[config.mk]
export PLATFORM = sky130hd
export DESIGN_NAME = pcs_clock_status
export DESIGN_NICKNAME = d
export VERILOG_FILES = /design/src/pcs_pkg.sv /design/src/pcs_mult.sv /design/src/pcs_clock_status.sv
export SDC_FILE = /design/constraint.sdc
export NUM_CORES = 1
export LEC_CHECK = 0
export ABC_AREA = 1
export BUFFER_PORTS_ARGS = -buffer_cell sky130_fd_sc_hd__clkbuf_2
export CORE_MARGIN = 4
export CORE_UTILIZATION = 49
export DETAILED_ROUTE_END_ITERATION = 6
export GPL_ROUTABILITY_DRIVEN = 1
export PLACE_DENSITY_LB_ADDON = 0.08
export SLEW_MARGIN = 20
export SYNTH_ARGS = -nofsm -noshare
export SYNTH_HDL_FRONTEND = slang
export SYNTH_SLANG_ARGS = --single-unit
[constraint.sdc]
create_clock -name i_clk -period 4.9 [get_ports i_clk]
set_input_delay 0.735 -clock i_clk [delete_from_list [all_inputs] [get_ports i_clk]]
set_output_delay 0.735 -clock i_clk [all_outputs]
set_load 0.01 [all_outputs]
[src/pcs_pkg.sv]
// Summary of operation
// [RULE1] Lock status bit0 shows PLL locked
// [RULE2] Control bit7 enables the PLL
// [RULE3] Control bit6 enables the bandgap
// [RULE4] Software enables bandgap no later than PLL
// [RULE5] ADC clock 204.8 kHz times field 5:4
// [RULE6] Metering clock 819.2 kHz times field 3:2
// [RULE7] CPU clock 819.2 kHz times field 1:0
// [RULE8] Doubling bit6 doubles the CPU clock
// [RULE9] Bit7 doubles again only with bit6
// [RULE10] Analog state bit7 flags crystal failure
// [RULE11] Analog state bit5 shows comparator output
// [RULE12] Analog state bits 4:2 read five
// [RULE13] Lock clears when PLL off; 11 means x1 (code applies this to ADC and metering only; CPU field 11 gives shift 3)
package pcs_pkg;
    // Byte addresses on APB; the printed offsets are not all multiples of four
    localparam logic [15:0] IDX_LOCK    = 16'h00A3;
    localparam logic [15:0] IDX_CTRL    = 16'h2867;
    localparam logic [15:0] IDX_DOUBLE  = 16'h2868;
    localparam logic [15:0] IDX_ANALOG  = 16'h286B;
    localparam logic [15:0] IDX_IRQ_ST  = 16'h2870;
    localparam logic [15:0] IDX_IRQ_MSK = 16'h2871;
    localparam logic [17:0] ADDR_LOCK    = {IDX_LOCK, 2'b00};
    localparam logic [17:0] ADDR_CTRL    = {IDX_CTRL, 2'b00};
    localparam logic [17:0] ADDR_DOUBLE  = {IDX_DOUBLE, 2'b00};
    localparam logic [17:0] ADDR_ANALOG  = {IDX_ANALOG, 2'b00};
    localparam logic [17:0] ADDR_IRQ_ST  = {IDX_IRQ_ST, 2'b00};
    localparam logic [17:0] ADDR_IRQ_MSK = {IDX_IRQ_MSK, 2'b00};
    // Field positions
    localparam int CTRL_PLL_ON   = 7;
    localparam int CTRL_BG_ON    = 6;
    localparam int CTRL_ADC_LSB  = 4;
    localparam int CTRL_MET_LSB  = 2;
    localparam int CTRL_CPU_LSB  = 0;
    localparam int DBL_AGAIN     = 7;
    localparam int DBL_ONCE      = 6;
    localparam int AN_XTAL_FAIL  = 7;
    localparam int AN_COMP       = 5;
    localparam int AN_FIXED_LSB  = 2;
    localparam logic [2:0] AN_FIXED_VAL = 3'h5;
    localparam logic [7:0] CTRL_RST   = 8'h00;
    localparam logic [7:0] DOUBLE_RST = 8'h00;
    localparam logic [7:0] DOUBLE_WMASK = 8'hC0;
    // Interrupt status bits
    localparam int IRQ_LOCK_RISE = 0;
    localparam int IRQ_LOCK_FALL = 1;
    localparam int IRQ_XTAL_FAIL = 2;
    localparam int IRQ_COMP_CHG  = 3;
    localparam int IRQ_N         = 4;
    // Base rates in hertz-tenths for exact integers
    localparam int ADC_BASE_DHZ = 2048000;
    localparam int MET_BASE_DHZ = 8192000;
    localparam int CPU_BASE_DHZ = 8192000;
    localparam int CLK_PERIOD_NS = 10;
    localparam logic [31:0] APB_BAD_DATA = 32'h0000_0000;

    typedef struct packed {
        logic       psel;
        logic       penable;
        logic       pwrite;
        logic [31:0] paddr;
        logic [31:0] pwdata;
    } pcs_apb_req_s;

    typedef struct packed {
        logic [3:0] cpu_shift;
        logic [1:0] adc_shift;
        logic [1:0] met_shift;
    } pcs_rates_s;
endpackage

[src/pcs_mult.sv]
// Decodes the multiplier fields into shift amounts (log2 of the factor)
module pcs_mult (
    input  wire logic [7:0]        i_ctrl,
    input  wire logic [7:0]        i_double,
    output pcs_pkg::pcs_rates_s    o_rates
);
    // Undefined 11 falls back to x1 rather than an unknown rate
    function automatic logic [1:0] field_shift(input logic [1:0] f);
        field_shift = (f == 2'h3) ? 2'h0 : f; // [RULE13]
    endfunction

    logic [1:0] cpu_f;
    logic [3:0] dbl;

    // Doubling bits add to the CPU shift; the second needs the first
    always_comb begin
        cpu_f = i_ctrl[pcs_pkg::CTRL_CPU_LSB +: 2];                     // [RULE7]
        dbl = {3'h0, i_double[pcs_pkg::DBL_ONCE]}                        // [RULE8]
            + {3'h0, i_double[pcs_pkg::DBL_ONCE] & i_double[pcs_pkg::DBL_AGAIN]}; // [RULE9]
        o_rates.cpu_shift = {2'h0, cpu_f} + dbl;
        o_rates.adc_shift = field_shift(i_ctrl[pcs_pkg::CTRL_ADC_LSB +: 2]); // [RULE5]
        o_rates.met_shift = field_shift(i_ctrl[pcs_pkg::CTRL_MET_LSB +: 2]); // [RULE6]
    end
endmodule

[src/pcs_clock_status.sv]
// Clock control and status with APB register access and one interrupt
module pcs_clock_status (
    input  wire logic        i_clk,
    input  wire logic        i_rst,
    input  wire logic        i_psel,
    input  wire logic        i_penable,
    input  wire logic        i_pwrite,
    input  wire logic [31:0] i_paddr,
    input  wire logic [31:0] i_pwdata,
    input  wire logic [3:0]  i_pstrb,
    output logic [31:0]      o_prdata,
    output logic             o_pready,
    output logic             o_pslverr,
    input  wire logic        i_pll_locked,
    input  wire logic        i_xtal_failed,
    input  wire logic        i_comparator_b_output,
    output logic             o_pll_power_on,
    output logic             o_bandgap_power_on,
    output logic [1:0]       o_adc_clock_shift,
    output logic [1:0]       o_metering_clock_shift,
    output logic [3:0]       o_cpu_clock_shift,
    output logic             o_irq
);
    typedef struct packed {
        logic [7:0]  ctrl;
        logic [7:0]  dbl;
        logic        lock;
        logic        xtal_fail;
        logic        comp;
        logic [pcs_pkg::IRQ_N-1:0] irq_st;
        logic [pcs_pkg::IRQ_N-1:0] irq_msk;
        logic [31:0] prdata;
        logic        pready;
        logic        pslverr;
        logic        irq;
        pcs_pkg::pcs_rates_s rates;
    } pcs_state_s;

    pcs_state_s st;
    pcs_state_s next_st;
    pcs_pkg::pcs_rates_s rates_c;
    logic [pcs_pkg::IRQ_N-1:0] ev;
    logic acc;
    logic lock_c;

    // Rate decode is pure logic; registered here so outputs come from flops
    pcs_mult u_mult (
        .i_ctrl   (next_st.ctrl),
        .i_double (next_st.dbl),
        .o_rates  (rates_c)
    );

    function automatic logic known_addr(input logic [31:0] a);
        known_addr = (a[17:0] == pcs_pkg::ADDR_LOCK) || (a[17:0] == pcs_pkg::ADDR_CTRL)
                  || (a[17:0] == pcs_pkg::ADDR_DOUBLE) || (a[17:0] == pcs_pkg::ADDR_ANALOG)
                  || (a[17:0] == pcs_pkg::ADDR_IRQ_ST) || (a[17:0] == pcs_pkg::ADDR_IRQ_MSK);
    endfunction

    // Register next state, bus answer and event capture
    always_comb begin
        next_st = st;
        acc = i_psel && i_penable && !st.pready;
        next_st.xtal_fail = i_xtal_failed;                      // [RULE10]
        next_st.comp = i_comparator_b_output;                   // [RULE11]
        ev = '0;
        ev[pcs_pkg::IRQ_XTAL_FAIL] = i_xtal_failed && !st.xtal_fail;
        ev[pcs_pkg::IRQ_COMP_CHG]  = i_comparator_b_output != st.comp;
        next_st.pready = acc;
        next_st.pslverr = acc && !known_addr(i_paddr);
        next_st.prdata = st.prdata;
        if (acc && !i_pwrite) begin
            next_st.prdata = 32'h0000_0000;
            unique case (i_paddr[17:0])
                pcs_pkg::ADDR_LOCK:    next_st.prdata[0] = st.lock; // [RULE1]
                pcs_pkg::ADDR_CTRL:    next_st.prdata[7:0] = st.ctrl;
                pcs_pkg::ADDR_DOUBLE:  next_st.prdata[7:0] = st.dbl;
                pcs_pkg::ADDR_ANALOG: begin
                    next_st.prdata[pcs_pkg::AN_XTAL_FAIL] = st.xtal_fail; // [RULE10]
                    next_st.prdata[pcs_pkg::AN_COMP] = st.comp;           // [RULE11]
                    next_st.prdata[pcs_pkg::AN_FIXED_LSB +: 3] = pcs_pkg::AN_FIXED_VAL; // [RULE12]
                end
                pcs_pkg::ADDR_IRQ_ST:  next_st.prdata[pcs_pkg::IRQ_N-1:0] = st.irq_st;
                pcs_pkg::ADDR_IRQ_MSK: next_st.prdata[pcs_pkg::IRQ_N-1:0] = st.irq_msk;
                default:               next_st.prdata = pcs_pkg::APB_BAD_DATA;
            endcase
        end
        // Writes land only in byte lane 0, where all fields live
        if (acc && i_pwrite && i_pstrb[0]) begin
            unique case (i_paddr[17:0])
                pcs_pkg::ADDR_CTRL:    next_st.ctrl = i_pwdata[7:0]; // [RULE2] [RULE3]
                pcs_pkg::ADDR_DOUBLE:  next_st.dbl = i_pwdata[7:0] & pcs_pkg::DOUBLE_WMASK;
                pcs_pkg::ADDR_IRQ_ST:  next_st.irq_st = st.irq_st & ~i_pwdata[pcs_pkg::IRQ_N-1:0];
                pcs_pkg::ADDR_IRQ_MSK: next_st.irq_msk = i_pwdata[pcs_pkg::IRQ_N-1:0];
                default:               next_st.irq_msk = next_st.irq_msk;
            endcase
        end
        // Lock follows the enable as written this cycle, so turning the PLL off never shows a stale lock
        lock_c = i_pll_locked && next_st.ctrl[pcs_pkg::CTRL_PLL_ON]; // [RULE13]
        next_st.lock = lock_c;                                       // [RULE1]
        ev[pcs_pkg::IRQ_LOCK_RISE] = lock_c && !st.lock;
        ev[pcs_pkg::IRQ_LOCK_FALL] = !lock_c && st.lock;
        // Set wins over a same-cycle write-one clear
        next_st.irq_st = next_st.irq_st | ev;
        next_st.irq = |(next_st.irq_st & next_st.irq_msk);
        next_st.rates = rates_c; // [RULE5] [RULE6] [RULE7]
    end

    always_ff @(posedge i_clk) begin
        if (i_rst) begin
            st <= '0;
            st.ctrl <= pcs_pkg::CTRL_RST;
            st.dbl <= pcs_pkg::DOUBLE_RST;
        end else begin
            st <= next_st;
        end
    end

    assign o_prdata = st.prdata;
    assign o_pready = st.pready;
    assign o_pslverr = st.pslverr;
    assign o_pll_power_on = st.ctrl[pcs_pkg::CTRL_PLL_ON];     // [RULE2]
    assign o_bandgap_power_on = st.ctrl[pcs_pkg::CTRL_BG_ON];  // [RULE3]
    assign o_adc_clock_shift = st.rates.adc_shift;
    assign o_metering_clock_shift = st.rates.met_shift;
    assign o_cpu_clock_shift = st.rates.cpu_shift;
    assign o_irq = st.irq;

    AST_LOCK_NEEDS_PLL: assert property (@(posedge i_clk) disable iff (i_rst)
        st.lock |-> o_pll_power_on) else $error("lock shown with PLL off"); // [RULE13]
    AST_LOCK_FOLLOWS: assert property (@(posedge i_clk) disable iff (i_rst)
        1'b1 |=> st.lock == ($past(i_pll_locked) && o_pll_power_on)) else $error("lock not shown"); // [RULE1]
    AST_PLL_BIT: assert property (@(posedge i_clk) disable iff (i_rst)
        (i_psel && i_penable && !o_pready && i_pwrite && i_pstrb[0] && i_paddr[17:0] == pcs_pkg::ADDR_CTRL)
        |=> o_pll_power_on == $past(i_pwdata[7]) && o_bandgap_power_on == $past(i_pwdata[6]))
        else $error("enable bits not stored"); // [RULE2]
    AST_ADC_RATE: assert property (@(posedge i_clk) disable iff (i_rst)
        o_adc_clock_shift == ((st.ctrl[5:4] == 2'h3) ? 2'h0 : st.ctrl[5:4]))
        else $error("adc multiplier wrong"); // [RULE5]
    AST_MET_RATE: assert property (@(posedge i_clk) disable iff (i_rst)
        o_metering_clock_shift == ((st.ctrl[3:2] == 2'h3) ? 2'h0 : st.ctrl[3:2]))
        else $error("metering multiplier wrong"); // [RULE6]
    AST_CPU_RATE: assert property (@(posedge i_clk) disable iff (i_rst)
        !st.dbl[6] |-> o_cpu_clock_shift == {2'h0, st.ctrl[1:0]}) else $error("cpu multiplier wrong"); // [RULE7]
    AST_CPU_DOUBLE: assert property (@(posedge i_clk) disable iff (i_rst)
        st.dbl[6] |-> o_cpu_clock_shift == {2'h0, st.ctrl[1:0]} + 4'h1 + {3'h0, st.dbl[7]})
        else $error("cpu doubling wrong"); // [RULE8] [RULE9]
    AST_ANALOG_READ: assert property (@(posedge i_clk) disable iff (i_rst)
        (i_psel && i_penable && !o_pready && !i_pwrite && i_paddr[17:0] == pcs_pkg::ADDR_ANALOG)
        |=> o_prdata[4:2] == 3'h5 && o_prdata[7] == $past(st.xtal_fail) && o_prdata[5] == $past(st.comp))
        else $error("analog state read wrong"); // [RULE10] [RULE11] [RULE12]
endmodule

==> key figures, run 1 <==
Worst setup path
  – Setup slack, reg-to-reg: 2890 ps
  – Type of the worst setup path: in2reg
  – CP Capture Type: flop
  – Highest-delay cell along the critical path: fa_1
  – Buf/Inv on CP: 2
  – Critical path launch point type: primary input
  – Worst-path maximum fanout: 4
  – Largest stage delay on the critical path: 410 ps
  – Required @ worst endpoint: around 5000 ps
  – Critical path, cell by cell: clkbuf_2 -> nor2_2 -> nand2_1 -> nor2_2 -> nand2_2 -> nor2_4 -> nand2_2 -> mux2i_1 -> nor2b_1 -> ha_1 -> fa_1 -> inv_1 -> nor2_1
  – CP delay by family, top: simple AND/OR/NAND/NOR gates
  – CP Data Arrival Time: 2650 ps

Synth
  – Mean post-synth cell area: 7.25 um2
  – Distinct cells, synth: 37
  – Cells after synthesis: 316
  – Post-synth ARST share: 0%
  – Mapped cell area: 2290 um2
  – Post-synth EDFFs: 0
  – Most frequent cell after synthesis: nand2_1
  – Most area-hungry cell type in the Yosys netlist: dfxtp_1
  – Synth Register Bits: 39
  – Sequential-to-total area share from yosys stat: 34.1%
  – Top post-synthesis cells by count: nand2_1, buf_4, dfxtp_1, inv_1, nor2_1
  – Yosys warns: 0
  – Top cell type's share of synthesized area: 34.1%
  – Main synth FF type: dfxtp_1
  – Top cells by area, synth: dfxtp_1, buf_4, nand2_1, inv_1, nor2_1

Finish
  – Register area: just under 800 um2
  – Post-layout util: 56.0%
  – Area of the multi-input gates: around 1100 um2
  – Post-Layout Cell Count: 409
  – Share of cells above drive strength 1: a little over a quarter
  – N_diodes: 0
  – Area growth syn-to-layout: 8.62%
  – # fillers: roughly 470
  – Nets: 435
  – Post-route design area: 2490 um2

Placement
  – DP Cell Count: about 400
  – Buffers added on ports: 54
  – Dpl ws: 2100 ps
  – Routability cong.: 0.854
  – Dpl cell area: 2400 um2
  – Post-DP HPWL: 3.87 mm

STA
  – Final period utilization: 51.0%
  – Maximum clock rate: about 400 MHz
  – Slew HR: 52.4%
  – Setup TNS: 0 ps
  – Crit path time final: about 2500 ps
  – Slack of the critical path: 2400 ps
  – Finish-stage setup viols: 0
  – Clock skew: 7.87 ps
  – RSZ-0062 raised after global routing: false
  – Endpoints failing hold: 0
  – Worst-margin pin slew: a little over 700 ps
  – Max Transition Viols Final: 0

CTS
  – H-Tree Depth: 2
  – Clock buffer depth: 2
  – Post-CTS Setup Repair Bufs: 0
  – Worst-path clk slew: 70 ps
  – Worst-Skew Late Latency: between 200 and 300 ps
  – CTS resizes: 0
  – CTS Buf Count: 5
  – Hold buffer count at CTS: 0
  – CTS root buffer: clkbuf_8
  – Sinks on Clock Net: 39
  – CTS tree: done

Power and ir drop
  – Switching pwr: between 100 and 150 uW
  – Cell internal pwr: 454 uW
  – Max VDD drop: ~210 uV
  – Pwr Density: 242 nW/um2
  – Switching Share: 24.8%
  – Leakage: approximately 1.3 nW
  – Gate power share: 10.7%
  – Clock Power Share: 35.6%
  – Sequential power share: 53.7%

Die
  – Die Y: between 70 and 80 um
  – Core region area: 4440 um2
  – Die Width: 76.4 um
  – Std-Cell Rows: 24
  – Die area: 5840 um2
  – Initial Util: between 50% and 60%
  – I/O pin cnt: 121

Route
  – Via count: 1947
  – Metal-1 WL: 2.21 mm
  – Drt first pass iters: 4
  – DRT antenna net count: 0
  – Via density: 4.76
  – Drt wl/cell: 11.5 um
  – Met3 WL: 271 um
  – Initial drt markers: 70
  – Top Layer Used: met4
  – Met2 Routed Length: 2.19 mm
  – Routed Wire Length: 4.69 mm
  – DRC: 0

Global routing
  – First-pass GRT wire length: roughly 8.1 mm
  – Initial antenna violation count: 0
  – Vias in the first global route: roughly 1800
  – Largest net degree at the start of global routing: 31
  – Overflow after GRT: 0
  – Tot GR Track Use: 16.7%

Hold path
  – Hold Crit Class: reg2reg

Flow run
  – Max_cap viols: 0

Outcome
  – Status: complete, no violations
-- path summary, 6_finish.rpt --
path | cells past startpoint | to | from
max reg2reg | 9 | o_cpu_clock_shift[1] | o_pready
max | 13 | o_cpu_clock_shift[1] | i_paddr[17]
min | 2 | o_prdata[2] | o_prdata[2]
min reg2reg | 2 | o_prdata[2] | o_prdata[2]
-- worst reg2reg max path, cell delays in order (launching register included) --
cell      delay, ps
dfxtp_1         320
nand3b_4        200
nor2_8          190
nand2_2         110
mux2i_1         220
nor2b_1         170
ha_1            170
fa_1            410
inv_1            60
nor2_1           30
-- through the flow --
step,hold WS [ps],total power [mW]
after floorplan,445,0.387
after global placement,453,0.395
after detailed placement,455,0.396
after CTS,467,0.608
after global routing,512,0.629
final,464,0.603
-- cell usage in the layout (no fill, tap or decap), drive strengths merged --
cell type,count
mux2i,2
a41oi,2
or2,1
clkinv,1
nor3,8
nand3,13
a211oi,1
nor2b,1
a221oi,2
dfxtp,39
nand3b,1
nor4,4
a21oi,14
conb,25
xnor2,1
o21bai,1
ha,1
nor2,44
clkbuf,60
fa,1
o21ai,13
nand2,79
inv,39
nand4,4
-- power by group through the flow --
stage,clock [mW],sequential (mW),combinational (mW)
floorplan,0,0.331,0.0558
global placement,0,0.331,0.0640
detailed placement,0,0.331,0.0647
CTS,0.219,0.324,0.0649
global route,0.232,0.324,0.0727
finish,0.215,0.324,0.0648
-- state kept, by name (all words and copies together), names as in the netlist --
register and cells:
o_prdata 8, o_pready 1, o_metering_clock_shift 2, o_cpu_clock_shift 3
o_pslverr 1, o_bandgap_power_on 1, st 19, o_irq 1
o_pll_power_on 1, o_adc_clock_shift 2
-- per-layer routing --
layer	up-vias	global-route usage, %
met3	4	4.26
met5	-	0
met2	55	29.9
li1	1017	-
met4	0	2.72
met1	871	20.4
-- cell type report --
type,instances,area share [%]
Sequential cell,39,31.4
Timing Repair Buffer,54,10.9
Clock inverter,1,0.201
Tap cell,52,2.61
Multi-Input combinational cell,218,45.8
Clock buffer,6,3.32
Inverter,39,5.88
-- cells by family (layout without fill, tap and decap cells) --
kind of cell             Yosys count  after routing  share of synthesized area, %
AO/OA/AOI/OAI                     33             33                          8.24
adder cells (fa/ha/maj)            2              2                          1.42
XOR/XNOR                           1              1                         0.382
flip-flops                        39             39                          34.1
buffers and inverters             83            100                          20.1
AND/OR/NAND/NOR                  155            155                          34.7
multiplexers                       2              2                         0.873
other                              1             25                         0.164
Note: power is estimated with default switching activity, not from simulation.
==> run 2: changes to the inputs <==
--- a/config.mk
+++ b/config.mk
@@ -8,7 +8,7 @@
 export ABC_AREA = 1
 export BUFFER_PORTS_ARGS = -buffer_cell sky130_fd_sc_hd__clkbuf_2
 export CORE_MARGIN = 4
-export CORE_UTILIZATION = 49
+export CORE_UTILIZATION = 41
 export DETAILED_ROUTE_END_ITERATION = 6
 export GPL_ROUTABILITY_DRIVEN = 1
 export PLACE_DENSITY_LB_ADDON = 0.08
==> constraint.sdc (replaced) <==
create_clock -name i_clk -period 2 [get_ports i_clk]
set_input_delay 0.3 -clock i_clk [delete_from_list [all_inputs] [get_ports i_clk]]
set_output_delay 0.3 -clock i_clk [all_outputs]
set_load 0.01 [all_outputs]
==> run 2 against run 1 <==
Cell area grew 11%; critical path depth shrank 4; critical path type is now reg2reg; non-clock buffer count grew 29; largest cell class unchanged.
==> key figures, run 2 (synthesized netlist as in run 1, its figures left out) <==
STA
  – Final period utilization: 94.4%
  – Max Transition Viols Final: 0 (unchanged)
  – Clock skew: 3.50 ps (-4.37 ps)
  – Maximum clock rate: 529 MHz
  – Endpoints failing hold: 0 (unchanged)
  – Setup TNS: 0 ps (unchanged)
  – RSZ-0062 raised after global routing: true
  – Crit path time final: 1890 ps
  – Finish-stage setup viols: 0 (unchanged)

Worst setup path
  – Worst-path maximum fanout: 3 (-1)
  – Critical path launch point type: flop
  – Type of the worst setup path: reg2reg
  – R2R Path Start: o_pready
  – Required @ worst endpoint: 2170 ps (-2870 ps)
  – CP Data Arrival Time: 2060 ps (-590 ps)
  – CP Launch Point: o_pready
  – CP Capture Type: flop

CTS
  – CTS root buffer: clkbuf_8
  – CTS tree: done
  – H-Tree Depth: 2 (unchanged)
  – Worst-path clk slew: 70 ps (about the same)
  – Sinks on Clock Net: 39 (unchanged)
  – CTS Buf Count: 5 (unchanged)
  – Clock buffer depth: 2 (unchanged)
  – Hold buffer count at CTS: 0 (unchanged)
  – Worst-Skew Late Latency: 290 ps (about the same)

Placement
  – Dpl cell area: 2630 um2 (+9.5%)
  – Buffers added on ports: 54 (unchanged)
  – Routability cong.: 0.844 (-1.1%)
  – Post-DP HPWL: 4.16 mm (+7.3%)

Route
  – Routed Wire Length: 5.09 mm (+8.5%)
  – Via density: 4.47 (-6.1%)
  – DRT antenna net count: 0 (unchanged)
  – Drt first pass iters: 4 (unchanged)
  – DRC: 0 (unchanged)
  – Drt wl/cell: 11.1 um (-2.9%)
  – Via count: 2042 (+4.9%)
  – Initial drt markers: 112 (+60%)

Flow run
  – Max_cap viols: 0 (unchanged)

Die
  – Std-Cell Rows: 26 (+8.3%)
  – Core region area: 5270 um2 (+19%)
  – Initial Util: 43.5% (-8.1 points)
  – Die Width: 82.8 um (+8.3%)
  – Die Y: 82.8 um (+8.3%)
  – Die area: 6850 um2 (+17%)
  – I/O pin cnt: 121 (unchanged)

Finish
  – Post-route design area: 2770 um2 (+11%)
  – N_diodes: 0 (unchanged)
  – Nets: 464 (+6.7%)
  – Post-layout util: 52.5% (-3.5 points)
  – Commonest non-fill, non-tap cell in the layout: nand2_1
  – Area growth syn-to-layout: 20.7%
  – Commonest non-fill, non-tap cells in the layout: nand2_1, clkbuf_2, dfxtp_1, inv_1, nor2_1
  – Largest Register: st
  – Share of cells above drive strength 1: 34.1% (+6.7 points)
  – Max FFs per register: 19 (unchanged)

Power and ir drop
  – Pwr Density: 562 nW/um2 (+130%)
  – Max VDD drop: 351 uV (+65%)
  – Leakage: 1.42 nW (+12%)

Global routing
  – Met1 Resource Use GR: 21.1% (+0.71 points)
  – Tot GR Track Use: 16.0% (-0.67 points)
  – Vias in the first global route: 1890 (+2.3%)
  – Initial antenna violation count: 0 (unchanged)
  – First-pass GRT wire length: 8.27 mm (+2.0%)
  – GR Util met3: 3.78% (-0.48 points)
  – GR Util met2: 25.5% (-4.4 points)
  – Overflow after GRT: 0 (unchanged)
  – Largest net degree at the start of global routing: 30 (-3.2%)
  – Gr busiest metal: met2

Outcome
  – Status: complete, no violations

Hold path
  – Hold Crit Class: in2reg
  – Hold_sp: i_comparator_b_output
==> run 2: area by class of cell <==
cell class              instances  area (um2)
clock buffers                   8         100
fillers                       530        2500
inverters                      39         146
multi-input cells             218        1160
flip-flops and latches         39         781
well taps                      70        87.6
repair buffers                 83         494
==> run 2: per-stage QoR <==
step / hold slack (ps) / cells / total power, mW / setup WS, ps
after global placement: 450 / 446 / 0.989 / -175
after global routing: 225 / 457 / 1.63 / -19.6
after floorplan: 407 / 340 / 0.949 / -0.947
final: 230 / 457 / 1.55 / 111
after detailed placement: 457 / 446 / 0.991 / -201
after CTS: 223 / 454 / 1.56 / 83.8
==> run 2: routing by layer <==
metal / vias up / share of wire, %
met5: - / 0
met4: 0 / 1.8
met3: 10 / 6.7
met2: 70 / 43
met1: 889 / 48
li1: 1073 / -
==> run 2: what timing repair did <==
| item | in CTS | in global routing |
|---|---|---|
| buffers inserted | 0 | 3 |
| endpoints found under the setup margin | 0 | 1 |
| resized for setup | 0 | 5 |
==> run 2: final timing paths <==
kind                           to  depth (start not counted)  slack, ps
max          o_cpu_clock_shift[1]                          9        110
min                        st[51]                          3        230
max reg2reg  o_cpu_clock_shift[1]                          9        110
min reg2reg           o_prdata[2]                          2        470
==> run 2: critical path, cell delays in order (launching register included) <==
cell and delay, ps:
dfxtp_1 310, nand3b_4 190, nor2_8 150, nand2_2 80, mux2i_1 190, nor2b_2 180
ha_2 180, fa_1 400, inv_1 60, nor2_1 30
==> run 2: power by group <==
part           total [mW]  internal, mW  leakage, nW  switching [mW]
sequential          0.794         0.788        0.316         0.00546
clock               0.576         0.315       0.0515           0.261
combinational       0.185        0.0725         1.06           0.112
total                1.55          1.18         1.42           0.379
==> run 3: changes to the inputs <==
--- a/config.mk
+++ b/config.mk
@@ -5,10 +5,9 @@
 export SDC_FILE = /design/constraint.sdc
 export NUM_CORES = 1
 export LEC_CHECK = 0
-export ABC_AREA = 1
 export BUFFER_PORTS_ARGS = -buffer_cell sky130_fd_sc_hd__clkbuf_2
 export CORE_MARGIN = 4
-export CORE_UTILIZATION = 41
+export CORE_UTILIZATION = 40
 export DETAILED_ROUTE_END_ITERATION = 6
 export GPL_ROUTABILITY_DRIVEN = 1
 export PLACE_DENSITY_LB_ADDON = 0.08
==> run 3 against run 2 <==
The run now ends with setup timing left; non-clock buffer count is 7 higher; sequential power is 0.5% higher; register-to-register slack worse by 210 ps; maximum frequency is 9.9% lower.
==> key figures, run 3 <==
Die
  – Initial Util: 41.2% (-2.2 points)
  – Core region area: 5070 um2 (-3.7%)
  – I/O pin cnt: 121 (unchanged)
  – Die area: 6450 um2 (-5.8%)
  – Std-Cell Rows: 26 (unchanged)
  – Die Width: 80.3 um (-2.9%)
  – Die Y: 80.3 um (-2.9%)

Worst setup path
  – R2R Path Start: o_pready
  – Type of the worst setup path: reg2reg
  – CP Capture Type: flop
  – Highest-delay cell along the critical path: fa_1
  – Largest stage delay on the critical path: 410 ps (about the same)
  – CP Data Arrival Time: 2280 ps (+220 ps)
  – Reg2reg end: o_cpu_clock_shift[1]
  – Worst-path maximum fanout: 3 (unchanged)
  – R2R depth: 7 (-2)
  – Setup slack, reg-to-reg: -100 ps (-210 ps)
  – Required @ worst endpoint: 2190 ps (+20 ps)
  – Critical path launch point type: flop
  – Critical path, cell by cell: and3b_2 -> nand3_4 -> nor3_4 -> mux2_4 -> ha_4 -> fa_1 -> nor2b_1

Finish
  – Commonest non-fill, non-tap cell in the layout: clkbuf_2
  – Area of the multi-input gates: 1120 um2 (-3.0%)
  – Commonest non-fill, non-tap cells in the layout: clkbuf_2, dfxtp_1, buf_4, nor2_1, conb_1
  – Post-layout util: 51.7% (-0.77 points)
  – Nets: 374 (-19%)
  – # fillers: 529 (-0.19%)
  – Largest Register: st
  – Post-Layout Cell Count: 367 (-20%)
  – Register area: 782 um2 (+0.16%)
  – N_diodes: 0 (unchanged)
  – Area growth syn-to-layout: 25.4%
  – Max FFs per register: 19 (unchanged)
  – Share of cells above drive strength 1: 40.4% (+6.3 points)

Route
  – Via density: 4.62 (+3.4%)
  – Drt first pass iters: 4 (unchanged)
  – Routed Wire Length: 4.69 mm (-7.9%)
  – DRC: 0 (unchanged)
  – Via count: 1695 (-17%)
  – DRT antenna net count: 0 (unchanged)
  – Initial drt markers: 82 (-27%)
  – Drt wl/cell: 12.8 um (+15%)

Placement
  – Dpl ws: -488 ps (-287 ps)
  – Routability cong.: 0.755 (-11%)
  – DP Cell Count: 355 (-20%)
  – Buffers added on ports: 54 (unchanged)
  – Post-DP HPWL: 3.74 mm (-10%)

CTS
  – CTS tree: done
  – Worst-Skew Late Latency: 290 ps (about the same)
  – CTS root buffer: clkbuf_8
  – Hold buffer count at CTS: 0 (unchanged)
  – CTS Buf Count: 5 (unchanged)
  – Sinks on Clock Net: 39 (unchanged)
  – H-Tree Depth: 2 (unchanged)
  – Clock buffer depth: 2 (unchanged)
  – Worst-path clk slew: 70 ps (about the same)

Hold path
  – Hold Crit Class: in2reg
  – Worst Hold Depth: 2 (-1)
  – Hold_sp: i_xtal_failed
  – Worst hold endpoint: st[52]

STA
  – Hold WS: 238 ps (+7.81 ps)
  – Finish-stage setup viols: 2 (+2)
  – Maximum clock rate: 477 MHz (-9.9%)
  – Clock skew: 2.20 ps (-1.30 ps)
  – Crit path time final: 2100 ps (+207 ps)
  – Max Transition Viols Final: 0 (unchanged)
  – Final period utilization: 105% (+10 points)
  – Endpoints failing hold: 0 (unchanged)
  – RSZ-0062 raised after global routing: true
  – Slack of the critical path: -95.7 ps (-207 ps)

Outcome
  – Status: finished with violations
  – Failing checks: setup timing

Synth
  – Cells after synthesis: 221 (-30%)
  – Yosys warns: 0 (unchanged)
  – Post-synth EDFFs: 0 (unchanged)
  – Top cells by area, synth: dfxtp_1, buf_4, nor2_1, mux2i_1, nor2b_1
  – Most frequent cell after synthesis: buf_4
  – Sequential-to-total area share from yosys stat: 37.3% (+3.2 points)
  – Post-synth ARST share: 0% (unchanged)
  – Distinct cells, synth: 53 (+43%)
  – Top post-synthesis cells by count: buf_4, dfxtp_1, nor2_1, mux2i_1, nor2b_1
  – Mean post-synth cell area: 9.47 um2 (+31%)
  – Mapped cell area: 2090 um2 (-8.7%)
  – Top cell type's share of synthesized area: 37.3% (+3.2 points)
  – Main synth FF type: dfxtp_1
  – Synth Register Bits: 39 (unchanged)
  – Most area-hungry cell type in the Yosys netlist: dfxtp_1

Power and ir drop
  – Switching pwr: 372 uW (-1.8%)
  – Gate power share: 11.6% (-0.3 points)
  – Pwr Density: 565 nW/um2 (+0.48%)
  – Max VDD drop: 305 uV (-13%)
  – Power Total: 1.48 mW (-4.7%)
  – Leakage: 1.19 nW (-16%)
  – Switching Share: 25.1% (+0.72 points)
  – Cell internal pwr: 1.11 mW (-5.6%)
  – Sequential power share: 53.9% (+2.8 points)
  – Clock Power Share: 34.6% (-2.5 points)

Flow run
  – Max_cap viols: 0 (unchanged)

Global routing
  – Initial antenna violation count: 0 (unchanged)
  – Vias in the first global route: 1570 (-17%)
  – Tot GR Track Use: 15.0% (-0.96 points)
  – First-pass GRT wire length: 7.47 mm (-9.7%)
  – Overflow after GRT: 0 (unchanged)
  – Largest net degree at the start of global routing: 17 (-43%)
-- run 3: cell types whose count changed after synthesis, moves of 6 or more --
cell,delta
nor2_2,-6
inv_1,-31
nand2_2,-8
a21oi_1,-9
nand2_1,-65
nor3_1,-7
inv_2,-6
o21ai_0,-6
mux2i_1,+8
nor2b_1,+9
-- run 3: cell type report --
class | count | area share (%)
Clock buffer | 7 | 2.91
Clock inverter | 1 | 0.191
Inverter | 2 | 0.286
Multi-Input combinational cell | 158 | 42.8
Sequential cell | 39 | 29.8
Tap cell | 70 | 3.34
Timing Repair Buffer | 90 | 20.7
-- run 3: power by group through the flow --
stage | Sequential, mW | Combinational, mW | Clock [mW]
final | 0.798 | 0.171 | 0.512
after CTS | 0.798 | 0.170 | 0.534
after global routing | 0.800 | 0.191 | 0.569
after floorplan | 0.816 | 0.122 | 0
after global placement | 0.816 | 0.167 | 0
after detailed placement | 0.816 | 0.167 | 0
-- run 3: worst max path at each step --
stage | from | to | slack [ps] | depth (start not counted)
floorplan | i_paddr[14] | o_cpu_clock_shift[1] | -360 | 7
global placement | i_paddr[14] | o_cpu_clock_shift[1] | -430 | 8
detailed placement | i_paddr[14] | o_cpu_clock_shift[1] | -490 | 8
CTS | i_paddr[11] | o_cpu_clock_shift[1] | -130 | 8
global route | o_pready | o_cpu_clock_shift[1] | -170 | 7
finish | o_pready | o_cpu_clock_shift[1] | -100 | 7
-- run 3: timing repair --
action	CTS	global route
gates resized for setup	2	8
hold endpoints to repair	0	0
setup buffers	3	1
setup endpoints to repair	4	4
pin swaps	4	4
-- run 3: per-layer routing --
layer | GRT usage, % | vias to the layer above | wire [um]
met5 | 0 | - | 0
met4 | 4.05 | 0 | 38
met3 | 3.81 | 5 | 242
met2 | 25.2 | 51 | 2300
met1 | 19.1 | 768 | 2110
li1 | - | 871 | -
-- run 3: cells by family after synthesis --
logic type	after synthesis	share of synthesized area (%)
AOI/OAI and AO/OA	29	11.1
adders and majority gates	2	1.55
buffers and inverters	48	15.8
xor gates and xnor gates	1	0.418
and+or+nand+nor	88	27.2
muxes	13	6.40
DFF	39	37.3
other	1	0.179
-- run 3: critical path, delay by kind of cell, from the launching register on --
| kind | cells | cell delay [ps] |
|---|---|---|
| and+or+nand+nor | 4 | 760 |
| adders and majority gates | 2 | 570 |
| DFF | 1 | 320 |
| muxes | 1 | 340 |
-- run 3: per-stage QoR --
step	area [um2]	setup TNS, ps
after floorplan	2200	-638
after global placement	2470	-1210
after detailed placement	2470	-1580
after CTS	2590	-216
after global routing	2630	-292
final	2630	-132
